### config.mk
export PLATFORM = sky130hd
export DESIGN_NAME = gio_outputs
export DESIGN_NICKNAME = d
export VERILOG_FILES = /design/src/shared/gio_pkg.sv /design/src/hdl/gio_code_store.sv /design/src/hdl/gio_outputs.sv
export SDC_FILE = /design/constraint.sdc
export NUM_CORES = 1
export LEC_CHECK = 0
export BUFFER_PORTS_ARGS = -buffer_cell sky130_fd_sc_hd__buf_2
export CAP_MARGIN = 20
export CORE_MARGIN = 8
export CORE_UTILIZATION = 25
export DETAILED_ROUTE_END_ITERATION = 7
export SLEW_MARGIN = 20
export SYNTH_ARGS = -nofsm -noshare
export SYNTH_HDL_FRONTEND = slang
export SYNTH_SLANG_ARGS = --single-unit
### constraint.sdc
create_clock -name sys_clk -period 5.63 [get_ports sys_clk]
set_input_delay 0 -clock sys_clk [delete_from_list [all_inputs] [get_ports sys_clk]]
set_output_delay 0 -clock sys_clk [all_outputs]
set_load 0.005 [all_outputs]
### src/shared/gio_pkg.sv
// Shared constants for the guard interlock output logic.
// Assumes a single 20 MHz system clock and synchronous active-low reset.
`default_nettype none
package gio_pkg;
    // ========================================================================
    // Clock and timing
    // ========================================================================
    localparam int CLK_HZ = 20000000;
    // Longest allowed self-test pulse, in nanoseconds (0.35 ms).
    localparam int TEST_PULSE_MAX_NS = 350000;
    // Longest time rounds down to whole cycles: 7000 cycles.
    localparam int TEST_PULSE_CYC = (TEST_PULSE_MAX_NS / 1000) * (CLK_HZ / 1000000);
    // Spacing between self-test pulses, in microseconds.
    localparam int TEST_PERIOD_US = 10000;
    localparam int TEST_PERIOD_CYC = TEST_PERIOD_US * (CLK_HZ / 1000000);
    // Pulse actually used is half the limit, leaving margin.
    localparam int TEST_PULSE_USED_CYC = TEST_PULSE_CYC / 2;
    // Cycles after a pulse edge before readback is trusted.
    localparam int READBACK_SETTLE_CYC = 8;
    // ========================================================================
    // Actuator code
    // ========================================================================
    localparam int CODE_W = 32;
    localparam int CNT_W = 20;
    localparam logic [CODE_W-1:0] CODE_RESET = 32'h00000000;
    typedef enum logic [1:0] {
        GIO_IDLE,
        GIO_ON,
        GIO_PULSE,
        GIO_FAULT
    } gio_state_t;
endpackage
`default_nettype wire

### src/hdl/gio_code_store.sv
// Taught actuator code store; read data come out of a register.
// Assumes the teach-in sequencer writes one code at a time on sys_clk.
`default_nettype none
module gio_code_store
    import gio_pkg::*;
#(
    parameter int WIDTH = CODE_W
) (
    input wire logic sys_clk,
    input wire logic nrst,
    input wire logic wr_en,
    input wire logic [WIDTH-1:0] wr_code,
    output logic [WIDTH-1:0] rd_code
);
    // ========================================================================
    // Storage
    // ========================================================================
    logic [WIDTH-1:0] code_d;
    logic [WIDTH-1:0] code_q;

    // Hold the code unless a new one is taught.
    always_comb begin
        code_d = code_q;
        if (wr_en) begin
            code_d = wr_code;
        end
    end

    // A reset clears the code to zero, so until taught the exact variant matches only a zero code.
    always_ff @(posedge sys_clk) begin
        if (!nrst) begin
            code_q <= WIDTH'(CODE_RESET);
        end else begin
            code_q <= code_d;
        end
    end

    assign rd_code = code_q;
endmodule
`default_nettype wire

### src/hdl/gio_outputs.sv
// Output logic for a transponder-coded guard interlocking switch.
// Assumes actuator presence, code and fault sources are asynchronous pins
// from the reader and monitors; readback pins sense the two output lines.
`default_nettype none
module gio_outputs
    import gio_pkg::*;
#(
    parameter bit EXACT_CODE = 1'b1,
    parameter int PULSE_CYC = TEST_PULSE_USED_CYC,
    parameter int PERIOD_CYC = TEST_PERIOD_CYC
) (
    input wire logic sys_clk,
    input wire logic nrst,
    input wire logic actuator_present,
    input wire logic type_valid,
    input wire logic [CODE_W-1:0] actuator_code,
    input wire logic teach_active,
    input wire logic teach_wr,
    input wire logic internal_fault,
    input wire logic ch1_readback,
    input wire logic ch2_readback,
    output logic safety_out_ch1,
    output logic safety_out_ch2,
    output logic door_closed_out,
    output logic fault_diag_out,
    output logic fault_indicator
);
    // ========================================================================
    // Input synchronisers
    // ========================================================================
    localparam int NSYNC = CODE_W + 5;
    logic [NSYNC-1:0] sync1_q;
    logic [NSYNC-1:0] sync2_q;
    logic [NSYNC-1:0] sync_d;

    // All pins cross two flops; only the second stage is read below.
    always_comb begin
        sync_d = {actuator_present, type_valid, teach_active, teach_wr,
                  internal_fault, actuator_code};
    end

    always_ff @(posedge sys_clk) begin
        if (!nrst) begin
            sync1_q <= '0;
            sync2_q <= '0;
        end else begin
            sync1_q <= sync_d;
            sync2_q <= sync1_q;
        end
    end

    logic present_s, type_s, teach_s, teach_wr_s, fault_s;
    logic [CODE_W-1:0] code_s;
    assign {present_s, type_s, teach_s, teach_wr_s, fault_s, code_s} = sync2_q;

    // Readbacks cross their own two flops, so no gate ever sees a raw line level.
    logic [1:0] rb1_q, rb2_q;
    always_ff @(posedge sys_clk) begin
        if (!nrst) begin
            rb1_q <= 2'h0;
            rb2_q <= 2'h0;
        end else begin
            rb1_q <= {rb1_q[0], ch1_readback};
            rb2_q <= {rb2_q[0], ch2_readback};
        end
    end

    // ========================================================================
    // Code judgement
    // ========================================================================
    logic [CODE_W-1:0] taught_code;

    gio_code_store #(.WIDTH(CODE_W)) u_store (
        .sys_clk(sys_clk),
        .nrst(nrst),
        .wr_en(teach_wr_s && teach_s),
        .wr_code(code_s),
        .rd_code(taught_code)
    );

    // Exact variant compares the full code; type variant only checks type.
    function automatic logic code_ok(input logic valid, input logic [CODE_W-1:0] got,
                                     input logic [CODE_W-1:0] want);
        if (EXACT_CODE) begin
            return valid && (got == want);
        end
        return valid;
    endfunction

    logic permit;
    assign permit = present_s && code_ok(type_s, code_s, taught_code);

    // ========================================================================
    // Output sequencer
    // ========================================================================
    gio_state_t state_q, state_d;
    logic [CNT_W-1:0] cnt_q, cnt_d;
    logic fault_q, fault_d;
    logic drive_q, drive_d;

    // The fault latch clears only by reset: a power cycle is the recovery path,
    // so a flickering fault can never re-enable the outputs on its own.
    always_comb begin
        state_d = state_q;
        cnt_d = cnt_q + CNT_W'(1);
        fault_d = fault_q;
        drive_d = 1'b0;
        // Mismatch on outputs that should both be off or both on means a ground fault.
        if (fault_s) begin
            fault_d = 1'b1;
        end
        if (cnt_q >= CNT_W'(READBACK_SETTLE_CYC) && state_q != GIO_IDLE
            && rb1_q[1] != rb2_q[1]) begin
            fault_d = 1'b1;
        end
        if (state_q == GIO_PULSE && cnt_q >= CNT_W'(READBACK_SETTLE_CYC)
            && (rb1_q[1] || rb2_q[1])) begin
            fault_d = 1'b1; // A line shorted to the supply reads high in the gap, when both outputs are off.
        end
        case (state_q)
            GIO_IDLE: begin
                cnt_d = '0;
                // A latched fault blocks any new on request.
                if (fault_q) begin
                    state_d = GIO_FAULT;
                end else if (permit && !teach_s && !fault_s) begin
                    state_d = GIO_ON;
                    drive_d = 1'b1;
                end
            end
            GIO_ON: begin
                drive_d = 1'b1;
                if (fault_d) begin
                    state_d = GIO_FAULT;
                    drive_d = 1'b0;
                end else if (!present_s || !permit || teach_s) begin
                    state_d = GIO_IDLE;
                    drive_d = 1'b0;
                end else if (cnt_q >= CNT_W'(PERIOD_CYC - 1)) begin
                    state_d = GIO_PULSE;
                    cnt_d = '0;
                    drive_d = 1'b0;
                end
            end
            GIO_PULSE: begin
                if (fault_d) begin
                    state_d = GIO_FAULT;
                end else if (!present_s || !permit || teach_s) begin
                    state_d = GIO_IDLE;
                end else if (cnt_q >= CNT_W'(PULSE_CYC - 1)) begin
                    state_d = GIO_ON;
                    cnt_d = '0;
                    drive_d = 1'b1;
                end
            end
            default: begin
                cnt_d = '0;
                fault_d = 1'b1;
            end
        endcase
    end

    always_ff @(posedge sys_clk) begin
        if (!nrst) begin
            state_q <= GIO_IDLE;
            cnt_q <= '0;
            fault_q <= 1'b0;
            drive_q <= 1'b0;
        end else begin
            state_q <= state_d;
            cnt_q <= cnt_d;
            fault_q <= fault_d;
            drive_q <= drive_d;
        end
    end

    // ========================================================================
    // Output registers
    // ========================================================================
    logic door_q, diag_q;
    always_ff @(posedge sys_clk) begin
        if (!nrst) begin
            door_q <= 1'b0;
            diag_q <= 1'b0;
        end else begin
            door_q <= present_s;
            diag_q <= fault_d;
        end
    end

    // Both channels come from one flop so they switch together.
    assign safety_out_ch1 = drive_q;
    assign safety_out_ch2 = drive_q;
    assign door_closed_out = door_q;
    assign fault_diag_out = diag_q;
    assign fault_indicator = diag_q;
endmodule
`default_nettype wire

==> results of run 1 <==
[cell families after synthesis]
group | count (synthesis)
buffers and inverters | 34
AO/OA/AOI/OAI | 58
adder cells (fa/ha/maj) | 7
AND/OR/NAND/NOR | 228
XOR/XNOR | 50
flip-flops | 135
[synth_stat cells, types with 2 or more instances]
cell,n,area share [%]
buf_4,2,0.30
nor4_1,10,1.3
nor2_1,29,2.2
and3_1,4,0.50
o21a_1,2,0.30
xor2_1,42,7.4
and2_1,81,10
a21boi_0,33,5.0
xnor2_1,8,1.4
and4_1,2,0.35
o211ai_1,5,0.76
a21oi_1,4,0.40
nand2b_1,2,0.25
nand4_1,5,0.63
clkbuf_1,20,1.5
ha_1,7,1.8
nor2b_1,2,0.25
dfxtp_1,135,55
inv_1,9,0.68
o21ai_0,2,0.20
nand3_1,9,0.91
a31oi_1,2,0.25
nand2_1,78,5.9
buf_2,3,0.30
nor3_1,3,0.30
[per-stage QoR]
stage	util (%)	total power, mW
3_5_place_dp	27.9	1.25
5_1_grt	33.1	2.53
4_1_cts	33.1	2.45
3_3_place_gp	27.9	1.25
6_report	33.1	2.42
2_1_floorplan	-	1.19
[cell type report]
class	count	area share [%]
timing repair buffer	86	9.78
multi-input combinational	343	32.8
clock inverter	13	3.07
inverter	9	0.524
tap	265	5.14
sequential	135	41.9
clock buffer	19	6.72
[sequential cells by signal, summed over array words and instances, names as in the netlist]
signal and count:
safety_out_ch1 1, rb1_q 2, sync1_q 37, door_closed_out 1, state_q 2, cnt_q 20, rb2_q 2, u_store.rd_code 32
sync2_q 37, fault_diag_out 1
[per-layer routing]
layer | part of all wire, % | track usage (%) | vias up | routed length [um]
met5 | 0 | 0 | - | 0
met4 | 1.3 | 3.84 | 0 | 129
met3 | 3.8 | 3.34 | 10 | 367
met2 | 47 | 13.3 | 42 | 4510
met1 | 48 | 10.3 | 1548 | 4690
li1 | - | - | 1827 | -
[worst paths after layout]
check,from,to,slack (ps)
worst min-delay path,nrst,fault_diag_out$_SDFF_PN0_,160
worst max register to register,u_store.rd_code[6]$_SDFFE_PN0P_,cnt_q[13]$_SDFF_PN0_,3050
worst max-delay path,u_store.rd_code[6]$_SDFFE_PN0P_,cnt_q[13]$_SDFF_PN0_,3050
worst min register to register,sync1_q[25]$_SDFF_PN0_,sync2_q[25]$_SDFF_PN0_,430
[report_power, final]
group / leakage (nW) / total [mW] / switching [mW] / internal [mW]
sequential: 1.11 / 1.01 / 0.0225 / 0.992
combinational: 1.21 / 0.237 / 0.125 / 0.112
clock: 0.302 / 1.16 / 0.416 / 0.748
[what timing repair did]
action / 4_1_cts / 5_1_grt
hold buffers: 39 / 0
gates resized for setup: 0 / 0
endpoints found under the hold margin: 39 / 0
==> results.md, run 1 <==
- The post-synthesis xor/xnor area fraction is under 10%.
- In this run the number of cells on the critical path is 7.
- The tightest min-delay check is of the input port to register type.
- The number of buffers and inverters on the critical path is 0.
- Counting the buffers created by CTS gives 17.
- Across every metal layer, demand over resource in global routing totals roughly 8.6%.
- Yosys printed 0 warnings.
- The portion of netlist area occupied by mux cells is 0%.
- The worst setup path is captured at a register.
- The final setup slack of the worst path is 3050 ps.
- Entering global routing, the biggest net connects 69 pins.
- The placed instance area is between 5000 and 6000 sq um.
- The maximum clock rate is around 390 MHz.
- The via total after detailed routing is 3427.
- The HPWL after detailed placement is around 6300 um.
- The worst relative slew slack is between 50% and 60%.
- At the pin with the least slew margin, the transition time is 676 ps.
- The overall die height is 157 um.
- The setup-violating endpoint count in the final report is 0.
- The number of synthesized flops with an enable pin is 0.
- In this run the static leakage power is between 2 and 3 nW.
- Grouping stages by cell kind, the critical path spends the most delay in simple AND/OR/NAND/NOR gates.
- Across the VDD grid, the largest voltage drop is 219 uV.
- The flow ran to the end, and the final reports show no timing, DRC or antenna violations.
- The worst clock skew is 8.79 ps.
- The remaining antenna violation count after routing is 0.
- The detail-routed via count per cell is 3.94.
- Clock-pin slew was measured on the worst setup and hold paths at 60 ps.
- The biggest fanout along the worst timing path is 20.
- CTS placed an instance of clkbuf_16 at the clock tree root.
- The number of buffers inserted by port buffering is 45.
- The worst path in the final design needs a cycle of 2580 ps, including I/O delays and setup.
- The length in cells of the worst reg-to-reg path is 7.
- In the routed design, unresolved DRC markers number 0.
- When the netlist entered floorplanning its net count stood at 560.
- The cell depth of the worst hold path is 2.
- The compound-gate portion of the synthesized area is 8.76%.
- The minimum hold slack is 164 ps.
- Traced cell by cell, the critical path runs through xor2_1 > nor4_1 > nand4_1 > or3_1 > o22ai_1 > a21o_1 > nor2_1.
- The horizontal extent of the die is 157 um.
- By area, the combinational part of the netlist is dominated by simple AND/OR/NAND/NOR gates.
- The critical path launch point type is a register.
- Routability-driven placement finished with a final weighted congestion of about 0.8.
- In the final layout, the multi-input gates occupy 2120 sq um.
- The prevailing post-synth register cell is dfxtp_1.
- The final routed wirelength across all metal layers is 9690 um.
- Including well taps, the total number of placed cells is 799.
- The CTS H-tree depth is 4.
- The initial antenna violation count came to 0.
- The full die area is 24600 sq um.
- The arithmetic-cell share of the synthesized area counting full adders, half adders and majority gates is 1.77%.
- The max-slew violation count is 0.
- STA puts the critical path data arrival time at 2840 ps.
- The wire length of the first global-routing pass is 16600 um.
- The worst path required time is ~5900 ps.
- The count of nets after finishing is 640.
- The largest single stage delay on the critical path is 580 ps.
- The portion of the post-synthesis area used by sequential elements is 54.5%.
- The standard cell core area is 19500 sq um.
- The share of cells above drive strength 1 is 13.6%.
- No sink is reached through more buffers than the 2 on the longest clock path.
- Leaving out fill and tap cells, the most frequent cell in the layout is dfxtp_1.
- The starting DRC count in detailed routing is 131.
- The finished layout holds 870 standard cells, fillers aside.
- In this run the power density over the cells is ~370 nW/um^2.
- TritonCTS built the clock tree.
- The final number of hold-violating endpoints is 0.
- The area taken by flip-flops and latches is 2700 sq um.
- The tool flagged a number of max-cap violations equal to 0.
- In the finished design, the share of the clock period the worst path needs comes to 45.8%.
- At the later pin of the worst-skew pair, clock insertion delay measures 410 ps.
- OpenSTA, run right after detailed placement, puts the worst setup slack at between 3000 and 4000 ps.
- Summing the areas of all and, or, nand and nor instances in the mapped netlist gives 23.3% of the synthesized area.
- The synthesis-stage register bit count is ~140.
- After routing the design area is 6440 sq um.
- The via count of the first global-routing pass came to around 3500.
- Setup repair after global routing left no endpoint under its margin.
- After global routing the overflow that remains totals 0.
- Synthesis produced 512 cells.
- The number of antenna diodes in the final layout is 0.
- The length of the first detailed-routing pass in iterations is 4.
- Summed over all failing endpoints, the final setup total negative slack is 0 ps.
- The largest individual stage delay along the critical path comes from the cell a21o_1.
- The total number of clock tree sinks is between 100 and 150.
- The kind of critical path is register to register.
- Dividing the detail-routed wire length by the instance count gives 11.1 um.
- The number of different library cells used by synthesis comes to 38.
- The starting density of the core is 25.5%.
- The mapped netlist covers 4950 sq um.
- The buffers inserted during post-CTS setup optimization is 0.
- The share of flip-flops with an asynchronous set or reset after synthesis is 0%.
- The floorplan has 51 rows.
- The fill cell total of the finished layout is between 1500 and 2000.
- The layout overhead on the synthesized area is 30.1%.
- In this run the count of I/O pins placed on the die edge is 46.
- The library cells used most frequently in the layout, excluding fill and tap cells, are dfxtp_1 (135), and2_1 (81), nand2_1 (77).
- Each instance of the synthesized netlist takes up on average 9.68 sq um.
Power figures use the tool's default switching activity.
==> run 2: changes to the inputs <==
--- a/config.mk
+++ b/config.mk
@@ -5,6 +5,7 @@
 export SDC_FILE = /design/constraint.sdc
 export NUM_CORES = 1
 export LEC_CHECK = 0
+export ABC_AREA = 1
 export BUFFER_PORTS_ARGS = -buffer_cell sky130_fd_sc_hd__buf_2
 export CAP_MARGIN = 20
 export CORE_MARGIN = 8
==> constraint.sdc (replaced) <==
create_clock -name sys_clk -period 2.4 [get_ports sys_clk]
set_input_delay 0 -clock sys_clk [delete_from_list [all_inputs] [get_ports sys_clk]]
set_output_delay 0 -clock sys_clk [all_outputs]
set_load 0.005 [all_outputs]
==> run 2 against run 1 <==
Sequential power is 140% higher. Setup slack worse by 2600 ps. Count of clock-buffer cells in the layout is 1 lower. First-iteration DRC count is 21% higher. Critical path depth is 6 higher. Non-clock buffer count is 1 higher.
==> results.md, run 2 <==
- The flow ran to the end, and the final reports show no timing, DRC or antenna violations.
- The synthesis-stage register bit count is approximately 140.
- The overall die height is 165 um.
- The worst hold path belongs to the class input port to register.
- Once the floorplan was initialized, standard cells occupied roughly 25% of the core.
- The post-route minimum period is around 1900 ps.
- The library cell with the largest summed area after synthesis is dfxtp_1.
- In this run the register-to-register setup slack is 490 ps.
- The cell area power density is 811 nW/um^2.
- Across every metal layer, demand over resource in global routing totals about 8.5%.
- The slowest stage of the critical path is the dfxtp_1 cell.
- The layout overhead on the synthesized area is 27.5%.
- The max-cap check violation count is 0.
- The number of antenna diodes in the final layout is 0.
- The fill cell total of the finished layout is between 2000 and 2500.
- By area the synthesized netlist is led by dfxtp_1 (49%), nand2_1 (14%), inv_1 (10%).
- The detailed-route DRC error count is 0.
- The average instance in the mapped netlist occupies 7.21 sq um.
- The number of buffers and inverters on the critical path is 0.
- The via count of the first global-routing pass came to 4230.
- Among all flip-flop cells after synthesis, the most frequent one is dfxtp_1.
- Traced cell by cell, the critical path runs through nand2_1 > nor2_1 > nand3_1 > nor2_1 > nand3_1 > nor2_4 > nand2_2 > nor2_4 > nand2_1 > nand2_1 > nand2_2 > nand3_4 > nor2_1.
- Dividing the detail-routed via count by the number of cells gives 3.88.
- The wire length of the first global-routing pass is 18600 um.
- Measured against its own limit, the worst slew margin works out to 57.5%.
- The placement row count is 54.
- For this run, asynchronously set or reset flops after synthesis account for 0%.
- In this run the clock root is driven by a clkbuf_16.
- Setup repair after global routing left no endpoint under its margin.
- The startpoint of the lowest-slack register-to-register path is sync2_q[36]$_SDFF_PN0_.
- The H-tree generated during clock tree synthesis spans 4 levels.
- The endpoint with the worst hold slack is sync1_q[18]$_SDFF_PN0_.
- The initial antenna violation count was 0.
- The leading cell type in the layout, fill and taps excluded is nand2_1.
- After synthesis, the netlist uses 28 different library cells.
- The full die area is roughly 27000 sq um.
- TritonCTS built the clock tree.
- Global routing finished with a remaining overflow of 0.
- The largest net degree at the start of global routing is 64.
- The quantity of gates resized following cts is 0.
- The critical path launch point type is a register.
- The cell count after synthesis is about 770.
- The final weighted congestion in routability-driven placement is 0.771.
- The total clock buffers created by CTS is 17.
- At the later pin of the worst-skew pair, clock insertion delay measures ~400 ps.
- The average wire length per cell after detail routing is 9.39 um.
- The die is 165 um wide.
- Counting every sink on the clock net gives ~140.
- The maximum clock rate is 524 MHz.
- The commonest cells after synthesis are nand2_1 (199), inv_1 (153), dfxtp_1 (135), nor2_1 (90), o21ai_0 (42).
- The routed design has 10700 um of wire.
- In the final timing run, aggregate negative setup slack is 0 ps.
- The final critical path takes up 79.6% of the cycle.
- The worst hold path begins at nrst.
- In this run the count of I/O pins placed on the die edge is 46.
- VDD sags by at most approximately 500 uV.
- The cell family contributing the most delay on the critical path is simple AND/OR/NAND/NOR gates.
- In this run the remaining antenna-violating nets after routing total 0.
- The biggest fanout along the worst timing path is 17.
- After clock tree synthesis, the setup repair step added 0 buffers.
- The clock passes through at most 2 buffers.
- The starting DRC count in detailed routing is about 160.
- The cell depth of the worst hold path is 3.
- For the pin with the worst max-slew slack, the measured transition is between 600 and 700 ps.
- The clock arrives with 5.58 ps of skew.
- The kind of critical path is register to register.
- For the worst setup path, the data arrival time is 2200 ps.
- The most frequent cell after synthesis is nand2_1.
- The portion of the post-synthesis area used by sequential elements is about half.
- In the layout the commonest cells are nand2_1 (199), inv_1 (153), dfxtp_1 (135).
- The final number of hold-violating endpoints is 0.
- STA classifies the critical path endpoint as a register.
- The minimum hold slack is roughly 110 ps.
- The number of buffers inserted by port buffering is 45.
- In this design, the stage delay of the slowest critical-path cell is 340 ps.
- The capture instance of the worst register-to-register path is cnt_q[19]$_SDFF_PN0_.
- The length in cells of the worst reg-to-reg path is 13.
- Setup violations remaining at the end of the flow were counted as 0.
- The leakage power summed over all cells is between 3 and 4 nW.
- The number of synthesized flops with an enable pin is 0.
- In the final layout, the share of cells above drive strength 1 is around 12%.
- The clock edge transition at the registers on the reported setup and hold paths is 60 ps.
- The length of the first detailed-routing pass in iterations is 6.
- The HPWL after detailed placement is 7500 um.
- For this run, the number of Yosys warnings is 0.
- The worst path required time is 2690 ps.
- Of the post-synthesis cell area, the dominant cell type holds between 40% and 50%.
- The max-slew violation count is 0.
- The standard cell core area is roughly 22000 sq um.
- The cell area after synthesis is 5520 sq um.
- The via total after detailed routing is 4424.
- The net count after synthesis is 813.
- The final layout contains 896 nets.
## run 2: worst max-delay path by stage
stage / from / endpoint / cells past startpoint
finish: sync2_q[36]$_SDFF_PN0_ / cnt_q[19]$_SDFF_PN0_ / 13
global placement: sync2_q[36]$_SDFF_PN0_ / cnt_q[2]$_SDFF_PN0_ / 13
detailed placement: sync2_q[36]$_SDFF_PN0_ / cnt_q[4]$_SDFF_PN0_ / 13
floorplan: cnt_q[0]$_SDFF_PN0_ / cnt_q[10]$_SDFF_PN0_ / 12
CTS: sync2_q[36]$_SDFF_PN0_ / cnt_q[4]$_SDFF_PN0_ / 13
global route: sync2_q[36]$_SDFF_PN0_ / cnt_q[0]$_SDFF_PN0_ / 13
## run 2: tightest hold or removal path, stage by stage
cell,delay [ps]
buf_4,310
nand2_1,130
inv_1,30
## run 2: report_power, final
group | switching, mW | internal [mW] | total, mW
clock | 0.986 | 1.75 | 2.73
sequential | 0.0502 | 2.33 | 2.38
combinational | 0.352 | 0.237 | 0.589
## run 2: per-layer routing
metal | track usage, % | up-vias | routed length (um)
met1 | 9.73 | 1934 | 5190
li1 | - | 2427 | -
met3 | 2.64 | 15 | 343
met5 | 0 | - | 0
met2 | 14.4 | 48 | 5000
met4 | 3.81 | 0 | 179
## run 2: area by class of cell
type                       instances  area, sq um  share of cell area (%)
inverter                         154          578                    8.21
multi-input combinational        453         2130                    30.2
clock buffer                      18          429                    6.10
clock inverter                    14          198                    2.81
sequential                       135         2700                    38.4
timing repair buffer              87          653                    9.28
tap                              280          350                    4.98
## run 2: metrics by stage
step	setup slack, ps	std cells	util (%)	total power [mW]	cell area, sq um
after global routing	210	1141	32.3	5.97	7040
after CTS	470	1141	32.3	5.79	7040
after floorplan	705	765	-	2.85	5520
after detailed placement	479	1070	27.7	2.98	6020
after global placement	492	1070	27.7	2.98	6020
final	490	1141	32.3	5.71	7040
## run 2: what timing repair did
action | CTS | global route
hold endpoints to repair | 39 | 0
setup endpoints to repair | 0 | 0
hold buffers | 39 | 0
## run 2: cells by family after synthesis
logic type	after synthesis	synth area share, %
flip-flops	135	49.0
AND/OR/NAND/NOR	351	26.6
AO/OA/AOI/OAI	69	6.26
buffers and inverters	177	12.5
XOR/XNOR	26	4.13
adder cells (fa/ha/maj)	7	1.59
